[src/cif_gpio_params.svh]
// constants for the cpu interface gpio and queue status block
// assumes a 12-bit byte address and 32-bit register words
`ifndef CIF_GPIO_PARAMS_SVH
`define CIF_GPIO_PARAMS_SVH

`define CIF_ADDR_W      12
`define CIF_OFS_CTRL    12'h000
`define CIF_OFS_STATUS  12'h004
`define CIF_OFS_PIN_LO  12'h008
`define CIF_OFS_PIN_HI  12'h00C

`define CIF_TSEL_LSB    4
`define CIF_TDATA_LSB   6
`define CIF_CMD_LSB     0
`define CIF_SRC_LSB     8
`define CIF_BUSY_BIT    16
`define CIF_HI_GRP_LSB  8

`define CIF_GRP_W       4
`define CIF_GRP_IN      0
`define CIF_GRP_OE      1
`define CIF_GRP_SRC     2
`define CIF_GRP_DAT     3

`define CIF_TSEL_USB    2'h0
`define CIF_TSEL_MIU    2'h1
`define CIF_TSEL_CIF    2'h2
`define CIF_RST_TSEL    2'h0
`define CIF_RST_TDATA   2'h0
`define CIF_RST_PIN_LO  32'h00111100
`define CIF_RST_PIN_HI  32'h00000100

`define CIF_PIN_N       9
`define CIF_PIN_LO_N    8
`define CIF_PIN_HI_IDX  8
`define CIF_PIN_LARGE   5
`define CIF_PIN_PD_EN   3
`define CIF_PIN_PDWN    4
`define CIF_STRAP_N     3
`define CIF_FREE_W      5

`endif

[src/cif_gpio_pkg.sv]
// types shared by the cpu interface gpio block
// assumes cif_gpio_params.svh sets the widths
`include "cif_gpio_params.svh"
`default_nettype none
package cif_gpio_pkg;
    typedef logic [`CIF_GRP_W-1:0]  pin_group_t;
    typedef logic [31:0]            word_t;
    typedef logic [1:0]             test_sel_t;
endpackage
`default_nettype wire

[src/cif_gpio.sv]
// cpu interface gpio control words and queue / engine status word
// assumes one clock, pins synchronised here, status inputs on core_clk
`include "cif_gpio_params.svh"
`default_nettype none

// Contract
// test select 00 usb, 01 memory controller, 10 cpu interface, 11 reserved
// command queue free count, 5 bits, 0 full, 16 empty
// source queue free count, 5 bits at 12:8, 0 full, 16 empty
// engine busy bit 16 follows the engine's busy signal
// four-bit group per pin; source select picks data bit or test signal
// output enable drives data bit; input enable makes reads return pin level
// pins 0 to 2 caught at reset release as mode straps
// pin 3 caught at reset release enables the power-down input
// power-down enabled: pin 4 is power-down input, no output mode
// after reset outputs off; input on for pins 2 to 5 and pin 20
// bus clock pin is gpio 6, bits 27:24, all off after reset
// bus strobe pin is gpio 7, bits 31:28, data in bit 31
// software writes zeros to reserved bits 5:0 of the high word
// pin 5 and pin 20 exist only on the large variant
// reserved bits read zero, writes to them ignored
module cif_gpio
    import cif_gpio_pkg::*;
#(
    parameter bit LARGE_VARIANT = 1'b1,
    parameter int QUEUE_DEPTH   = 16
) (
    input  wire logic                      core_clk,
    input  wire logic                      resetn,
    input  wire logic [`CIF_ADDR_W-1:0]    reg_addr,
    input  wire logic [31:0]               reg_wdata,
    input  wire logic                      reg_wr,
    input  wire logic                      reg_rd,
    output var  logic [31:0]               reg_rdata,
    input  wire logic [`CIF_FREE_W-1:0]    command_queue_free_count,
    input  wire logic [`CIF_FREE_W-1:0]    source_queue_free_count,
    input  wire logic                      engine_busy,
    input  wire logic [`CIF_PIN_N-1:0]     usb_test_data,
    input  wire logic [`CIF_PIN_N-1:0]     miu_test_data,
    input  wire logic [`CIF_PIN_N-1:0]     pin_in,
    output var  logic [`CIF_PIN_N-1:0]     pin_out,
    output var  logic [`CIF_PIN_N-1:0]     pin_oe,
    output var  logic [`CIF_STRAP_N-1:0]   mode_strap,
    output var  logic                      power_down_enable,
    output var  logic                      power_down_input_n
);

    ////////////////////////////////////////////////////////////////////////////
    // parameter checks

    // a depth the fixed field cannot count would read back wrapped
    if ($clog2(QUEUE_DEPTH) + 1 != `CIF_FREE_W) begin : g_depth_chk
        $error("queue depth does not fit the free-count field");
    end

    // the high word carries exactly one group beyond the low word's eight
    if (`CIF_PIN_N != `CIF_PIN_LO_N + 1) begin : g_pin_chk
        $error("pin count does not match the two control words");
    end

    ////////////////////////////////////////////////////////////////////////////
    // helpers

    function automatic logic pin_exists(input int idx);
        pin_exists = LARGE_VARIANT ||
                     ((idx != `CIF_PIN_LARGE) && (idx != `CIF_PIN_HI_IDX));
    endfunction

    // reset words are copied into variables first; a literal cannot be part-selected
    function automatic pin_group_t reset_group(input int idx);
        word_t      lo;
        word_t      hi;
        pin_group_t g;
        lo = `CIF_RST_PIN_LO;
        hi = `CIF_RST_PIN_HI;
        if (idx == `CIF_PIN_HI_IDX) begin
            g = hi[`CIF_HI_GRP_LSB +: `CIF_GRP_W];
        end else begin
            g = lo[idx*`CIF_GRP_W +: `CIF_GRP_W];
        end
        reset_group = pin_exists(idx) ? g : '0;
    endfunction

    // data bit reads the pin when input mode is on, else the stored value
    function automatic pin_group_t group_view(input pin_group_t g, input logic lvl);
        pin_group_t v;
        v = g;
        if (g[`CIF_GRP_IN]) begin
            v[`CIF_GRP_DAT] = lvl;
        end
        group_view = v;
    endfunction

    ////////////////////////////////////////////////////////////////////////////
    // pin synchronisers; not reset so straps are settled by reset release

    logic [`CIF_PIN_N-1:0] pin_s1_r;
    logic [`CIF_PIN_N-1:0] pin_s2_r;

    always_ff @(posedge core_clk) begin
        pin_s1_r <= pin_in;
        pin_s2_r <= pin_s1_r;
    end

    ////////////////////////////////////////////////////////////////////////////
    // strap capture at the first edge after reset release

    logic                    in_reset_r;
    logic [`CIF_STRAP_N-1:0] strap_r;
    logic [`CIF_STRAP_N-1:0] strap_nxt;
    logic                    pd_en_r;
    logic                    pd_en_nxt;
    logic                    pd_in_n_r;
    logic                    pd_in_n_nxt;

    always_comb begin
        strap_nxt   = strap_r;
        pd_en_nxt   = pd_en_r;
        if (in_reset_r) begin
            strap_nxt = pin_s2_r[`CIF_STRAP_N-1:0];
            pd_en_nxt = pin_s2_r[`CIF_PIN_PD_EN];
        end
        // pin 4 is the active-low power-down input when enabled
        pd_in_n_nxt = pd_en_r ? pin_s2_r[`CIF_PIN_PDWN] : 1'b1;
    end

    always_ff @(posedge core_clk) begin
        if (!resetn) begin
            in_reset_r <= 1'b1;
            strap_r    <= '0;
            pd_en_r    <= 1'b0;
            pd_in_n_r  <= 1'b1;
        end else begin
            in_reset_r <= 1'b0;
            strap_r    <= strap_nxt;
            pd_en_r    <= pd_en_nxt;
            pd_in_n_r  <= pd_in_n_nxt;
        end
    end

    ////////////////////////////////////////////////////////////////////////////
    // control word: test source select and cpu test data

    test_sel_t  tsel_r;
    test_sel_t  tsel_nxt;
    logic [1:0] tdata_r;
    logic [1:0] tdata_nxt;

    always_comb begin
        tsel_nxt  = tsel_r;
        tdata_nxt = tdata_r;
        if (reg_wr && (reg_addr == `CIF_OFS_CTRL)) begin
            tsel_nxt  = reg_wdata[`CIF_TSEL_LSB +: 2];
            tdata_nxt = reg_wdata[`CIF_TDATA_LSB +: 2];
        end
    end

    always_ff @(posedge core_clk) begin
        if (!resetn) begin
            tsel_r  <= `CIF_RST_TSEL;
            tdata_r <= `CIF_RST_TDATA;
        end else begin
            tsel_r  <= tsel_nxt;
            tdata_r <= tdata_nxt;
        end
    end

    ////////////////////////////////////////////////////////////////////////////
    // pin groups: 0..5, bus clock pin (6), bus strobe pin (7), pin 20 (8)

    pin_group_t ctl_r   [`CIF_PIN_N];
    pin_group_t ctl_nxt [`CIF_PIN_N];

    always_comb begin
        for (int i = 0; i < `CIF_PIN_N; i++) begin
            ctl_nxt[i] = ctl_r[i];
        end
        if (reg_wr && (reg_addr == `CIF_OFS_PIN_LO)) begin
            // groups 6 and 7 sit in bits 27:24 and 31:28
            for (int i = 0; i < `CIF_PIN_LO_N; i++) begin
                ctl_nxt[i] = reg_wdata[i*`CIF_GRP_W +: `CIF_GRP_W];
            end
        end
        if (reg_wr && (reg_addr == `CIF_OFS_PIN_HI)) begin
            // only bits 11:8 hold state; the rest is dropped
            ctl_nxt[`CIF_PIN_HI_IDX] = reg_wdata[`CIF_HI_GRP_LSB +: `CIF_GRP_W];
        end
        for (int i = 0; i < `CIF_PIN_N; i++) begin
            if (!pin_exists(i)) begin
                ctl_nxt[i] = '0;
            end
        end
        // forced in the next value so the pin never drives, not even for one cycle
        if (pd_en_nxt) begin
            ctl_nxt[`CIF_PIN_PDWN][`CIF_GRP_OE] = 1'b0;
        end
    end

    always_ff @(posedge core_clk) begin
        for (int i = 0; i < `CIF_PIN_N; i++) begin
            if (!resetn) begin
                ctl_r[i] <= reset_group(i);
            end else begin
                ctl_r[i] <= ctl_nxt[i];
            end
        end
    end

    ////////////////////////////////////////////////////////////////////////////
    // pin drive

    logic [`CIF_PIN_N-1:0] test_src;
    logic [`CIF_PIN_N-1:0] pin_out_r;
    logic [`CIF_PIN_N-1:0] pin_out_nxt;
    logic [`CIF_PIN_N-1:0] pin_oe_r;
    logic [`CIF_PIN_N-1:0] pin_oe_nxt;

    // reserved select drives zero so a stray test setting stays quiet
    always_comb begin
        case (tsel_nxt)
            `CIF_TSEL_USB: test_src = usb_test_data;
            `CIF_TSEL_MIU: test_src = miu_test_data;
            `CIF_TSEL_CIF: test_src = {{(`CIF_PIN_N-1)/2{tdata_nxt}}, tdata_nxt[0]};
            default:       test_src = '0;
        endcase
    end

    always_comb begin
        for (int i = 0; i < `CIF_PIN_N; i++) begin
            pin_out_nxt[i] = ctl_nxt[i][`CIF_GRP_SRC] ? test_src[i]
                                                      : ctl_nxt[i][`CIF_GRP_DAT];
            pin_oe_nxt[i]  = ctl_nxt[i][`CIF_GRP_OE];
        end
    end

    always_ff @(posedge core_clk) begin
        if (!resetn) begin
            pin_out_r <= '0;
            pin_oe_r  <= '0;
        end else begin
            pin_out_r <= pin_out_nxt;
            pin_oe_r  <= pin_oe_nxt;
        end
    end

    ////////////////////////////////////////////////////////////////////////////
    // register read, one cycle after the strobe

    word_t rdata_r;
    word_t rdata_nxt;
    word_t rd_lo;
    word_t rd_hi;
    word_t rd_stat;
    word_t rd_ctrl;

    always_comb begin
        rd_lo   = '0;
        rd_hi   = '0;
        rd_stat = '0;
        rd_ctrl = '0;
        for (int i = 0; i < `CIF_PIN_LO_N; i++) begin
            rd_lo[i*`CIF_GRP_W +: `CIF_GRP_W] = group_view(ctl_r[i], pin_s2_r[i]);
        end
        rd_hi[`CIF_HI_GRP_LSB +: `CIF_GRP_W] =
            group_view(ctl_r[`CIF_PIN_HI_IDX], pin_s2_r[`CIF_PIN_HI_IDX]);
        rd_stat[`CIF_CMD_LSB +: `CIF_FREE_W] = command_queue_free_count;
        rd_stat[`CIF_SRC_LSB +: `CIF_FREE_W] = source_queue_free_count;
        rd_stat[`CIF_BUSY_BIT]               = engine_busy;
        rd_ctrl[`CIF_TSEL_LSB +: 2]          = tsel_r;
        rd_ctrl[`CIF_TDATA_LSB +: 2]         = tdata_r;
        rdata_nxt = '0;
        if (reg_rd) begin
            case (reg_addr)
                `CIF_OFS_CTRL:   rdata_nxt = rd_ctrl;
                `CIF_OFS_STATUS: rdata_nxt = rd_stat;
                `CIF_OFS_PIN_LO: rdata_nxt = rd_lo;
                `CIF_OFS_PIN_HI: rdata_nxt = rd_hi;
                default:         rdata_nxt = '0;
            endcase
        end
    end

    always_ff @(posedge core_clk) begin
        if (!resetn) begin
            rdata_r <= '0;
        end else begin
            rdata_r <= rdata_nxt;
        end
    end

    ////////////////////////////////////////////////////////////////////////////
    // outputs

    assign reg_rdata          = rdata_r;
    assign pin_out            = pin_out_r;
    assign pin_oe             = pin_oe_r;
    assign mode_strap         = strap_r;
    assign power_down_enable  = pd_en_r;
    assign power_down_input_n = pd_in_n_r;

endmodule
`default_nettype wire

[config.mk]
export PLATFORM = sky130hd
export DESIGN_NAME = cif_gpio
export DESIGN_NICKNAME = d
export VERILOG_FILES = /design/src/cif_gpio_pkg.sv /design/src/cif_gpio.sv
export VERILOG_INCLUDE_DIRS = /design/src
export SDC_FILE = /design/constraint.sdc
export NUM_CORES = 1
export LEC_CHECK = 0
export BUFFER_PORTS_ARGS = -buffer_cell sky130_fd_sc_hd__buf_2
export CORE_UTILIZATION = 49
export DETAILED_ROUTE_END_ITERATION = 10
export GPL_TIMING_DRIVEN = 0
export MAX_ROUTING_LAYER = met4
export PLACE_DENSITY = 0.87
export SETUP_SLACK_MARGIN = 0.5
export SYNTH_ARGS = -nofsm -noshare
export SYNTH_HDL_FRONTEND = slang
export SYNTH_SLANG_ARGS = --single-unit
[constraint.sdc]
create_clock -name core_clk -period 2.25 [get_ports core_clk]
set_input_delay 0.225 -clock core_clk [delete_from_list [all_inputs] [get_ports core_clk]]
set_output_delay 0.225 -clock core_clk [all_outputs]
set_load 0.02 [all_outputs]
Word level (Yosys, flattened, before mapping)
Memory sizes are Yosys's and may differ from the RTL's. Cells that the tools add are included.

Bitwise logic cells: 9. Reduce and logical (&&, ||, !) cells: 7. Multiplexer cells: 39. Equal/unequal tests: 5.

Operators by type and width (number): case mux 32 bit (4 select lines) (1); two-way mux 4 bit (12); two-way mux 32 bit (1); case mux 9 bit (3 select lines) (1); == test 12 x 4 -> 1 bit, second input constant (2); two-way mux 1 bit (22); == test 12 x 3 -> 1 bit, second input constant (1); logical NOT 12 bit (1); bitwise OR 1 bit (9); two-way mux 2 bit (2); AND reduction 2 bit (2); logical AND 1 bit (3); == test 2 x 1 -> 1 bit, second input constant (1); == test 2 bit, second input constant (1); logical NOT 2 bit (1).

Logic and storage cells: 72. Memory bits (writable): 36. Register bits: 78. Memories kept: 1. Bits of input ports: 86. Output and inout port bits: 55.

Memories: ctl_r (depth 9, width 4, read ports 9, clocked after memory_dff 0, write ports 9, RTL line cif_gpio.sv:171) `` pin_group_t ctl_r [`CIF_PIN_N]; ``.

Longest topological paths before layout
Gate-level depths: netlist of the first run.

Depth in word-level cells: 6. Mapped depth: 7. Mapped depth without buffers: 5.

Worst setup path after synthesis of the first run
OpenSTA, ideal clock, no wires.

Path type: in2reg. Start: in reg_addr[5]. End: reg pin_out_r[8], in the netlist pin_out[8]. Cell stages on the path: 6. Setup slack: 213 ps. Data arrival time: 1913 ps. Required time: 2126 ps. Setup time: 124 ps. Buffers on the path: 1. Cell sequence: or4_4 -> or4_4 -> buf_6 -> mux2_4 -> a22oi_2 -> a31oi_1.

Word-level cells in the longest chain between the ends: 6. Elaborated cells on any way between the ends: 12. Classes of those cells: eq/ne: 3; mux: 5; reduce/logical: 4.

Ends and longest elaborated chain: start: declaration (RTL line cif_gpio.sv:30) `` input wire logic [`CIF_ADDR_W-1:0] reg_addr, ``; logical NOT 12 bit; logical AND 1 bit (RTL line cif_gpio.sv:152) `` if (reg_wr && (reg_addr == `CIF_OFS_CTRL)) begin ``; two-way mux 2 bit (RTL line cif_gpio.sv:152); == test 2 bit (tied with other cells) (RTL line cif_gpio.sv:220) `case (tsel_nxt)`; case mux 9 bit (3 select lines) (RTL line cif_gpio.sv:220); two-way mux 1 bit (*) (RTL line cif_gpio.sv:230) `` pin_out_nxt[i] = ctl_nxt[i][`CIF_GRP_SRC] ? test_src[i] ``; end signal: assignment (RTL line cif_gpio.sv:241) `pin_out_r <= pin_out_nxt;`; end: declaration (RTL line cif_gpio.sv:213) `` logic [`CIF_PIN_N-1:0] pin_out_r; ``.

Mark *: on every way between the ends. The rest lies on a longest branch, timed or not. A chain may end at the register's enable or synchronous reset.

Worst setup path after layout of the first run
Start: in reg_addr[6]. End: reg pin_out_r[8], in the netlist pin_out[8].

The elaborated chain is that of the path after synthesis.

==> key figures, run 1 <==
Timing
  • RSZ-0062 raised after global routing: true
  • Setup TNS: 0 ns
  • Skew final: 0.0163 ns
  • Final worst-path cycle share: 77.9%
  • Slew margin rel.: 62.0%
  • Fmax: 0.571 GHz
  • Slew Limit Fails: 0
  • Worst slew pin tran: 0.569 ns
  • Final setup viols: 0
  • Fin. Hold Viols: 0
  • Minimum clock period: 1.75 ns

Power and ir drop
  • PD cells: 633 nW/um^2
  • LEAKAGE: 2.36 nW
  • Maximum vdd drop: 389 uV
  • Final Total Pwr: 3.26 mW

Detailed routing
  • Wirelength per Cell: 15.4 um
  • Vias per cell: 5.12
  • WL final: 10500 um
  • Antenna viol nets, final: 0
  • Drt first pass iters: 5
  • Vias: 3500
  • Initial DRC Count: 168
  • DRC: 0

Layout
  • Multi-input combinational cell area: 1710 sq um
  • Diodes inserted: 0
  • Fin nets: 662
  • FILL cells: 638
  • FF+latch area: 2100 sq um
  • P&R area growth vs syn: 32.0%
  • Fraction of layout cells with a size suffix above 1: 35.6%

Worst setup path
  • Worst EP arrival: 2.06 ns
  • CP max stage delay: 0.54 ns
  • Worst path bufs/invs: 3
  • Critical path cell sequence: buf_6, or4_4, or4_4, buf_6, mux2_4, buf_4, a31oi_1
  • Crit-path slowest cell: or4_4
  • Worst Path Required: 2.55 ns
  • CP Launch Type: input pin
  • Crit Path Category: input pin to register
  • Worst-path fanout max: 4
  • CP Capture Type: register
  • Top Family by Delay on Critical Path: simple AND/OR/NAND/NOR gates

Synthesis
  • Cell count after synthesis: 412
  • Netlist cell types: 36
  • Async S/R FF share, synth: 0%
  • Top cell type's share of synthesized area: 53.8%
  • Cell with the most instances after synthesis: dfxtp_1
  • Sequential-to-total area share from yosys stat: 53.8%
  • Seq cells post-synth: 105
  • Syn nets: 498
  • Top cells by count, synth: dfxtp_1, nand2_1, nor2_1
  • Area leader, netlist: dfxtp_1
  • Post-synth EDFFs: 0
  • Synthesized area: 3910 sq um
  • Ys flop type: dfxtp_1
  • Avg Inst Size Synth: 9.48 sq um
  • Largest cells by area after synthesis: dfxtp_1, nand2_1, mux2i_1
  • YS warnings: 0

Floorplanning
  • Die footprint: 8340 sq um
  • Core area: 7730 sq um
  • Die height: 91.3 um
  • # IOs: 141
  • # rows: 32
  • Die width: 91.3 um
  • Starting Density: 50.6%

Global route
  • Antenna violations before repair: 0
  • Largest net degree at the start of global routing: 22
  • GR Overflow Total: 0
  • First-pass GRT wire length: 16600 um
  • Gr usage total: 26.5%
  • Vias in the first global route: 3461

Placed design
  • Final GP Congestion: 0.911
  • Final HPWL DP: 7880 um
  • Port bufs: 140

Clock tree
  • CTS tree: yes
  • Clock Tree Buf Depth: 2
  • Clk Latency, worst-skew pair: 0.38 ns
  • Clk sinks: 105
  • Cts bufs inserted: 9
  • CTS H-Tree Depth: 3
  • Clk pin slew, worst setup/hold paths: 0.12 ns
  • CTS root buffer: clkbuf_8

Status
  • Status: finished, final reports clean

Hold path
  • Hold Path Class: input pin to register

Flow run
  • Max-cap violations: 0
placed cells by master (no fill, tap or decap), types with 2 or more instances in the layout:
cell / n
clkbuf_8: 9
inv_1: 6
or2_2: 2
nand2b_1: 5
inv_8: 2
nand3_1: 5
a32oi_1: 8
a22oi_1: 5
a31oi_1: 2
buf_4: 14
or4_4: 3
dlygate4sd3_1: 9
o21ai_0: 17
nand2_1: 70
mux2i_4: 2
buf_2: 141
nand4_1: 2
mux2_2: 14
a21oi_1: 28
dfxtp_1: 105
and2_1: 22
inv_6: 2
nor2_1: 33
nor4_4: 2
a22o_1: 5
clkbuf_2: 2
clkbuf_1: 11
mux2i_1: 20
clkinv_8: 2
nor3b_1: 15
buf_6: 3
state kept, by name, indices dropped and copies added, names as in the netlist:
| register | flops |
|---|---|
| tsel_r | 2 |
| ctl_r | 28 |
| power_down_enable | 1 |
| pin_out | 9 |
| power_down_input_n | 1 |
| tdata_r | 2 |
| pin_oe | 8 |
| in_reset_r | 1 |
| pin_s2_r | 9 |
| pin_s1_r | 9 |
| reg_rdata | 32 |
| mode_strap | 3 |
per-layer routing:
metal | vias up | track usage, % | part of all wire, %
met5 | - | - | 0
met4 | 0 | 8.99 | 1.6
met3 | 15 | 4.27 | 6.5
met2 | 144 | 44.3 | 48
met1 | 1613 | 32.7 | 43
li1 | 1728 | - | -
path summary, 6_finish.rpt:
path	slack, ns	from	end	cells after the start
setup / recovery	0.50	reg_addr[6]	pin_out[8]$_SDFF_PN0_	7
hold / removal	0.06	command_queue_free_count[1]	reg_rdata[1]$_SDFF_PN0_	2
setup reg to reg	0.99	tsel_r[1]$_SDFF_PN0_	pin_out[5]$_SDFF_PN0_	4
hold reg to reg	0.34	pin_s1_r[8]$_DFF_P_	pin_s2_r[8]$_DFF_P_	0
stage by stage:
stage          setup WS (ns)  util, %  instances  instance area (sq um)  hold slack [ns]
2_1_floorplan          0.271        -        412                   3940            0.253
3_5_place_dp         -0.0958     61.7        654                   4760            0.315
4_1_cts                0.498     66.2        683                   5110           0.0577
5_1_grt                0.465     66.7        683                   5160           0.0570
3_3_place_gp         -0.0529     61.7        654                   4760            0.311
6_report               0.498     66.7        683                   5160           0.0554
area by class of cell:
class,count,share of cell area [%]
multi-input cells,273,33.2
plain buffers,28,3.03
clock inverters,7,1.55
flip-flops and latches,105,40.8
inverters,6,0.437
repair buffers,153,16.2
clock buffers,9,2.40
well taps,102,2.48
what timing repair did:
item	in CTS	in global routing
hold endpoints to repair	9	0
buffers inserted	4	0
hold buffers	9	0
gates resized for setup	8	6
setup endpoints to repair	45	51
pin swaps	4	1
kinds of logic after synthesis:
| group | synth area share [%] |
|---|---|
| buf+inv | 4.39 |
| flops | 53.8 |
| simple gates | 21.3 |
| mux | 10.1 |
| compound gates | 10.5 |
worst reg2reg max path, cell delays in order, from the launching register on:
cell      delay, ns
dfxtp_1        0.38
nand2b_1       0.20
mux2i_4        0.29
nand2_1        0.11
a32oi_1        0.22
report_power, final:
part	switching (mW)	internal [mW]
sequential	0.00992	1.88
combinational	0.106	0.0992
clock	0.723	0.445
Note: power is estimated with default switching activity, not from simulation.
==> run 2: changes to the inputs <==
--- a/config.mk
+++ b/config.mk
@@ -6,12 +6,13 @@
 export SDC_FILE = /design/constraint.sdc
 export NUM_CORES = 1
 export LEC_CHECK = 0
+export ABC_AREA = 1
 export BUFFER_PORTS_ARGS = -buffer_cell sky130_fd_sc_hd__buf_2
-export CORE_UTILIZATION = 49
+export CORE_UTILIZATION = 50
 export DETAILED_ROUTE_END_ITERATION = 10
 export GPL_TIMING_DRIVEN = 0
 export MAX_ROUTING_LAYER = met4
-export PLACE_DENSITY = 0.87
+export PLACE_DENSITY = 0.88
 export SETUP_SLACK_MARGIN = 0.5
 export SYNTH_ARGS = -nofsm -noshare
 export SYNTH_HDL_FRONTEND = slang
==> constraint.sdc (replaced) <==
create_clock -name core_clk -period 1.8 [get_ports core_clk]
set_input_delay 0.18 -clock core_clk [delete_from_list [all_inputs] [get_ports core_clk]]
set_output_delay 0.18 -clock core_clk [all_outputs]
set_load 0.02 [all_outputs]
==> run 2 against run 1 <==
Compared with the run above: global-route usage fell by 0.087 points; clock-buffer cell count stayed put; non-clock buffer count is 4 higher; total power grew 27%; via count up 9.8%; cell count up 9.8%; register-to-register slack got worse by 0.43 ns.
==> key figures, run 2 <==
Synthesis
  • Post-synth EDFFs: 0
  • Cell with the most instances after synthesis: dfxtp_1
  • Synthesized area: 4080 sq um
  • YS warnings: 0
  • Top cells by count, synth: dfxtp_1, inv_1, nand2_1
  • Syn nets: 559
  • Ys flop type: dfxtp_1
  • Netlist cell types: 30
  • Sequential-to-total area share from yosys stat: 51.5%
  • Top cell type's share of synthesized area: 51.5%
  • Cell count after synthesis: 473
  • Avg Inst Size Synth: 8.62 sq um
  • Async S/R FF share, synth: 0%
  • Seq cells post-synth: 105
  • Area leader, netlist: dfxtp_1
  • Largest cells by area after synthesis: dfxtp_1, inv_1, nand2_1

Worst setup path
  • Worst Path Required: 2.06 ns
  • Worst-path fanout max: 6
  • Crit Path Category: input pin to register
  • Flop2flop setup slack: 0.56 ns
  • CP Capture Type: register
  • Critical path cell sequence: buf_2, nor2_4, nand2_4, nor2_8, nand3_4, nand2_2, nand2_2, buf_6, nand3_1, nand3_1, nand2_1, nand2_1
  • Path depth of the worst reg2reg path: 8
  • Worst EP arrival: 1.54 ns
  • Crit-path slowest cell: nor2_8
  • CP Launch Type: input pin
  • RR Endpoint: pin_out[8]$_SDFF_PN0_
  • Reg2reg start: tsel_r[1]$_SDFF_PN0_
  • CP max stage delay: 0.18 ns

Hold path
  • Hold Path Class: input pin to register
  • Hold path cells: 3
  • Hold Crit Endpoint: ctl_r[4][0]$_SDFFE_PN1P_
  • Hold path startpoint: reg_wdata[16]

Timing
  • Skew final: 0.0127 ns
  • RSZ-0062 raised after global routing: true
  • Setup TNS: 0 ns
  • Hold Slack: 0.0307 ns
  • Final worst-path cycle share: 71.1%
  • Fin. Hold Viols: 0
  • Final setup viols: 0
  • Slew margin rel.: 66.2%
  • Minimum clock period: 1.28 ns
  • Fmax: 0.781 GHz
  • Worst slew pin tran: 0.508 ns
  • Slew Limit Fails: 0

Layout
  • P&R area growth vs syn: 32.0%
  • Commonest cells after routing, fill and taps aside: buf_2, dfxtp_1, inv_1, nand2_1, o21ai_0
  • Fin nets: 728
  • FILL cells: 615
  • FF+latch area: 2100 sq um
  • Fraction of layout cells with a size suffix above 1: 36.5%
  • Max reg flops: 32
  • Multi-input combinational cell area: 1610 sq um
  • Commonest non-fill, non-tap cell in the layout: buf_2

Floorplanning
  • Die height: 92.3 um
  • Die width: 92.3 um
  • Die footprint: 8520 sq um
  • # IOs: 141
  • # rows: 32
  • Core area: 7810 sq um
  • Starting Density: 52.2%

Global route
  • Vias in the first global route: 3580
  • Largest net degree at the start of global routing: 20
  • First-pass GRT wire length: 16800 um
  • GR Overflow Total: 0
  • Gr usage total: 26.4%
  • Antenna violations before repair: 0

Clock tree
  • Clk pin slew, worst setup/hold paths: 0.11 ns
  • CTS tree: yes
  • CTS root buffer: clkbuf_8
  • Clock Tree Buf Depth: 2
  • CTS H-Tree Depth: 3
  • Clk sinks: 105
  • Clk Latency, worst-skew pair: 0.37 ns
  • Cts bufs inserted: 9

Detailed routing
  • Initial DRC Count: 205
  • Antenna viol nets, final: 0
  • Vias: 3842
  • DRC: 0
  • Wirelength per Cell: 14.9 um
  • Drt first pass iters: 7
  • Vias per cell: 5.12
  • WL final: 11200 um

Placed design
  • Final GP Congestion: 0.862
  • Port bufs: 139
  • Final HPWL DP: 7980 um

Flow run
  • Max-cap violations: 0

Power and ir drop
  • Final Total Pwr: 4.14 mW
  • LEAKAGE: 2.72 nW
  • PD cells: 769 nW/um^2
  • Maximum vdd drop: 504 uV

Status
  • Status: finished, final reports clean
## run 2: cell count changes in the layout (fill, tap and decap cells not counted), sizes merged, moves of 21 or more
cell / previous run / this run
inv: 10 / 66
and2: 23 / 0
o21ai: 17 / 47
mux2i: 22 / 1
nand3: 6 / 46
## run 2: kinds of logic (layout without fill, tap and decap cells)
logic type | Yosys count | in the layout | share of synthesized area, %
and+or+nand+nor | 177 | 179 | 22.3
DFF | 105 | 105 | 51.5
buffers and inverters | 92 | 264 | 11.4
muxes | 1 | 1 | 0.245
AOI/OAI and AO/OA | 98 | 98 | 14.5
other | 0 | 1 | 0
## run 2: worst max path at each step
stage | from | to | slack [ns] | cells past startpoint
after global routing | reg_addr[11] | pin_out[2]$_SDFF_PN0_ | 0.48 | 12
after CTS | reg_addr[5] | pin_out[8]$_SDFF_PN0_ | 0.50 | 9
after global placement | reg_addr[5] | ctl_r[1][0]$_SDFFE_PN0P_ | 0.13 | 8
final | reg_addr[11] | pin_out[8]$_SDFF_PN0_ | 0.52 | 12
after detailed placement | reg_addr[7] | ctl_r[1][0]$_SDFFE_PN0P_ | 0.06 | 8
after floorplan | reg_addr[5] | pin_out[8]$_SDFF_PN0_ | 0.46 | 11
## run 2: report_power, final
group | switching [mW] | leakage (nW) | internal [mW] | total (mW)
sequential | 0.0128 | 0.854 | 2.35 | 2.36
combinational | 0.135 | 1.77 | 0.118 | 0.252
clock | 0.854 | 0.104 | 0.673 | 1.53
## run 2: final cells by class
cell class                      instances  share of cell area (%)
Antenna cell                            1                  0.0465
Buffer                                 29                    4.41
Clock buffer                            9                    2.30
Clock inverter                          7                    1.60
Inverter                               63                    4.44
Multi-Input combinational cell        278                    29.9
Sequential cell                       105                    39.1
Tap cell                              102                    2.37
Timing Repair Buffer                  156                    15.8
## run 2: metal layers
layer  GRT usage [%]  share of wire, %  up-vias
li1                -                 -     1873
met1            30.2                38     1777
met2            46.7                53      172
met3            2.96               6.0       20
met4            11.3               2.4        0
met5               -                 0        -
## run 2: repair_timing
item,4_1_cts,5_1_grt
setup buffers,0,7
setup endpoints to repair,1,23
pin swaps,0,8
hold buffers,9,0
hold endpoints to repair,9,0
gates cloned,0,3
gates resized for setup,1,20
## run 2: worst max-delay path: cells and delay by family
kind          cells  cell delay [ns]
buf+inv           2             0.27
simple gates     10             1.08
## run 2: stage by stage
step                instance area (sq um)  cells  setup slack [ns]  util (%)
finish                               5390    750             0.520      69.0
global route                         5380    749             0.476      68.9
CTS                                  5220    739             0.504      66.9
detailed placement                   4920    714            0.0648      63.0
global placement                     4920    714             0.129      63.0
floorplan                            4100    473             0.463         -
==> run 3: changes to the inputs <==
--- a/config.mk
+++ b/config.mk
@@ -8,11 +8,11 @@
 export LEC_CHECK = 0
 export ABC_AREA = 1
 export BUFFER_PORTS_ARGS = -buffer_cell sky130_fd_sc_hd__buf_2
-export CORE_UTILIZATION = 50
+export CORE_UTILIZATION = 45
 export DETAILED_ROUTE_END_ITERATION = 10
 export GPL_TIMING_DRIVEN = 0
 export MAX_ROUTING_LAYER = met4
-export PLACE_DENSITY = 0.88
+export PLACE_DENSITY = 0.84
 export SETUP_SLACK_MARGIN = 0.5
 export SYNTH_ARGS = -nofsm -noshare
 export SYNTH_HDL_FRONTEND = slang
==> constraint.sdc (replaced) <==
create_clock -name core_clk -period 1 [get_ports core_clk]
set_input_delay 0.1 -clock core_clk [delete_from_list [all_inputs] [get_ports core_clk]]
set_output_delay 0.1 -clock core_clk [all_outputs]
set_load 0.02 [all_outputs]
==> run 3 against run 2 <==
Compared with the run above: the run now ends with hold timing, setup timing left; flip-flop and latch count is the same; clock-buffer cell count unchanged; core utilization up 12 points; sequential power up 81%; clock power is 83% higher; sequential share of layout area shrank 8.2 points; critical endpoint unchanged; largest cell class is now multi-input gates; largest power group unchanged; highest routed layer unchanged.
==> key figures, run 3 (synthesis results as in run 2) <==
Worst setup path
  • CP Capture Type: register
  • CP Launch Type: input pin
  • Path depth of the worst reg2reg path: 9
  • Worst Path Required: 1.33 ns
  • Worst EP arrival: 1.67 ns
  • Crit Path Category: input pin to register
  • Worst-path fanout max: 8

Power and ir drop
  • Maximum vdd drop: 726 uV
  • PD cells: 1090 nW/um^2
  • LEAKAGE: 3.18 nW
  • Final Total Pwr: 7.70 mW

Clock tree
  • Cts bufs inserted: 9
  • CTS tree: yes
  • Clk pin slew, worst setup/hold paths: 0.12 ns
  • # hold bufs at CTS: 9
  • Clk sinks: 105
  • CTS H-Tree Depth: 3
  • CTS root buffer: clkbuf_8
  • Clk Latency, worst-skew pair: 0.40 ns
  • Clock Tree Buf Depth: 2

Layout
  • Fin nets: 761
  • Max reg flops: 32
  • Core Util, Final: 80.7%
  • Diodes inserted: 0
  • Fraction of layout cells with a size suffix above 1: 64.9%
  • P&R area growth vs syn: 73.3%
  • Final instance area: 7070 sq um
  • Commonest cells after routing, fill and taps aside: buf_6, buf_2, dfxtp_2, inv_1, dfxtp_1
  • Commonest non-fill, non-tap cell in the layout: buf_6

Floorplanning
  • Die height: 97.2 um
  • # rows: 34
  • Die width: 97.2 um
  • # IOs: 141
  • Core area: 8760 sq um
  • Die footprint: 9450 sq um
  • Starting Density: 46.5%

Detailed routing
  • Drt first pass iters: 6
  • Wirelength per Cell: 19.5 um
  • DRC: 0
  • Vias per cell: 5.49
  • WL final: 15300 um
  • Initial DRC Count: 276
  • Vias: 4329
  • Antenna viol nets, final: 0

Placed design
  • Port bufs: 139
  • Final GP Congestion: 0.798
  • Final HPWL DP: 8070 um
  • Dpl cell area: 5160 sq um

Global route
  • GR Util met3: 4.39%
  • Antenna violations before repair: 0
  • Vias in the first global route: 4234
  • Largest net degree at the start of global routing: 23
  • First-pass GRT wire length: 21000 um
  • Gr usage total: 29.3%
  • GR Overflow Total: 0
  • Met1 Use GR: 31.8%
  • Gr busiest metal: met2
  • Grt met2 use: 51.7%

Hold path
  • Hold path cells: 3
  • Hold Path Class: input pin to register

Timing
  • Slew margin rel.: 71.1%
  • Minimum clock period: 1.34 ns
  • Final setup viols: 65
  • Final worst-path cycle share: 134%
  • Setup TNS: -5.89 ns
  • Final worst slack: -0.339 ns
  • Hold Slack: -0.0713 ns
  • Fin. Hold Viols: 20
  • RSZ-0062 raised after global routing: true
  • Fmax: 0.747 GHz
  • Skew final: 0.0180 ns
  • Slew Limit Fails: 0
  • Worst slew pin tran: 0.433 ns

Status
  • Failing checks: hold timing, setup timing
  • Status: complete, but fails checks

Flow run
  • Max-cap violations: 0
## run 3: per-stage QoR
step | worst slack [ns] | instances
final | -0.339 | 788
after global routing | -0.361 | 788
after CTS | -0.0982 | 773
after detailed placement | -0.627 | 720
after global placement | -0.582 | 720
after floorplan | -0.257 | 473
## run 3: path summary, 6_finish.rpt
kind	start	to	slack [ns]
hold / removal	reg_wdata[20]	ctl_r[5][0]$_SDFFE_PN1P_	-0.07
hold reg to reg	pin_s1_r[1]$_DFF_P_	pin_s2_r[1]$_DFF_P_	0.34
setup reg to reg	tsel_r[1]$_SDFF_PN0_	pin_out[8]$_SDFF_PN0_	-0.31
setup / recovery	reg_addr[0]	pin_out[8]$_SDFF_PN0_	-0.34
## run 3: layer usage
layer | wire length (um) | part of all wire, %
met5 | 0 | 0
met4 | 726 | 4.7
met3 | 988 | 6.4
met2 | 7860 | 51
met1 | 5770 | 38
## run 3: worst max-delay path, stage by stage
cell      delay [ns]
buf_2           0.10
inv_1           0.09
nand2_4         0.12
nor3_1          0.33
nand3_2         0.25
nand2_1         0.16
o211ai_1        0.15
nor2_1          0.18
nand2_1         0.09
nand2_1         0.09
## run 3: layout make-up
type,instances,area [sq um]
Multi-Input combinational cell,277,2230
Sequential cell,105,2180
Fill cell,473,1690
Timing Repair Buffer,190,1670
Buffer,29,399
Inverter,63,239
Tap cell,108,135
Clock buffer,9,124
Clock inverter,7,93.8
## run 3: where the power goes
part / leakage (nW) / internal, mW / switching, mW
clock: 0.107 / 1.02 / 1.78
sequential: 0.882 / 4.23 / 0.0282
combinational: 2.19 / 0.295 / 0.344
## run 3: repair_timing
| item | 4_1_cts | 5_1_grt |
|---|---|---|
| gates resized for setup | 254 | 96 |
| setup buffers | 21 | 13 |
| hold endpoints to repair | 37 | 20 |
| pin swaps | 33 | 38 |
| setup endpoints to repair | 141 | 141 |
| cloned | 7 | 2 |
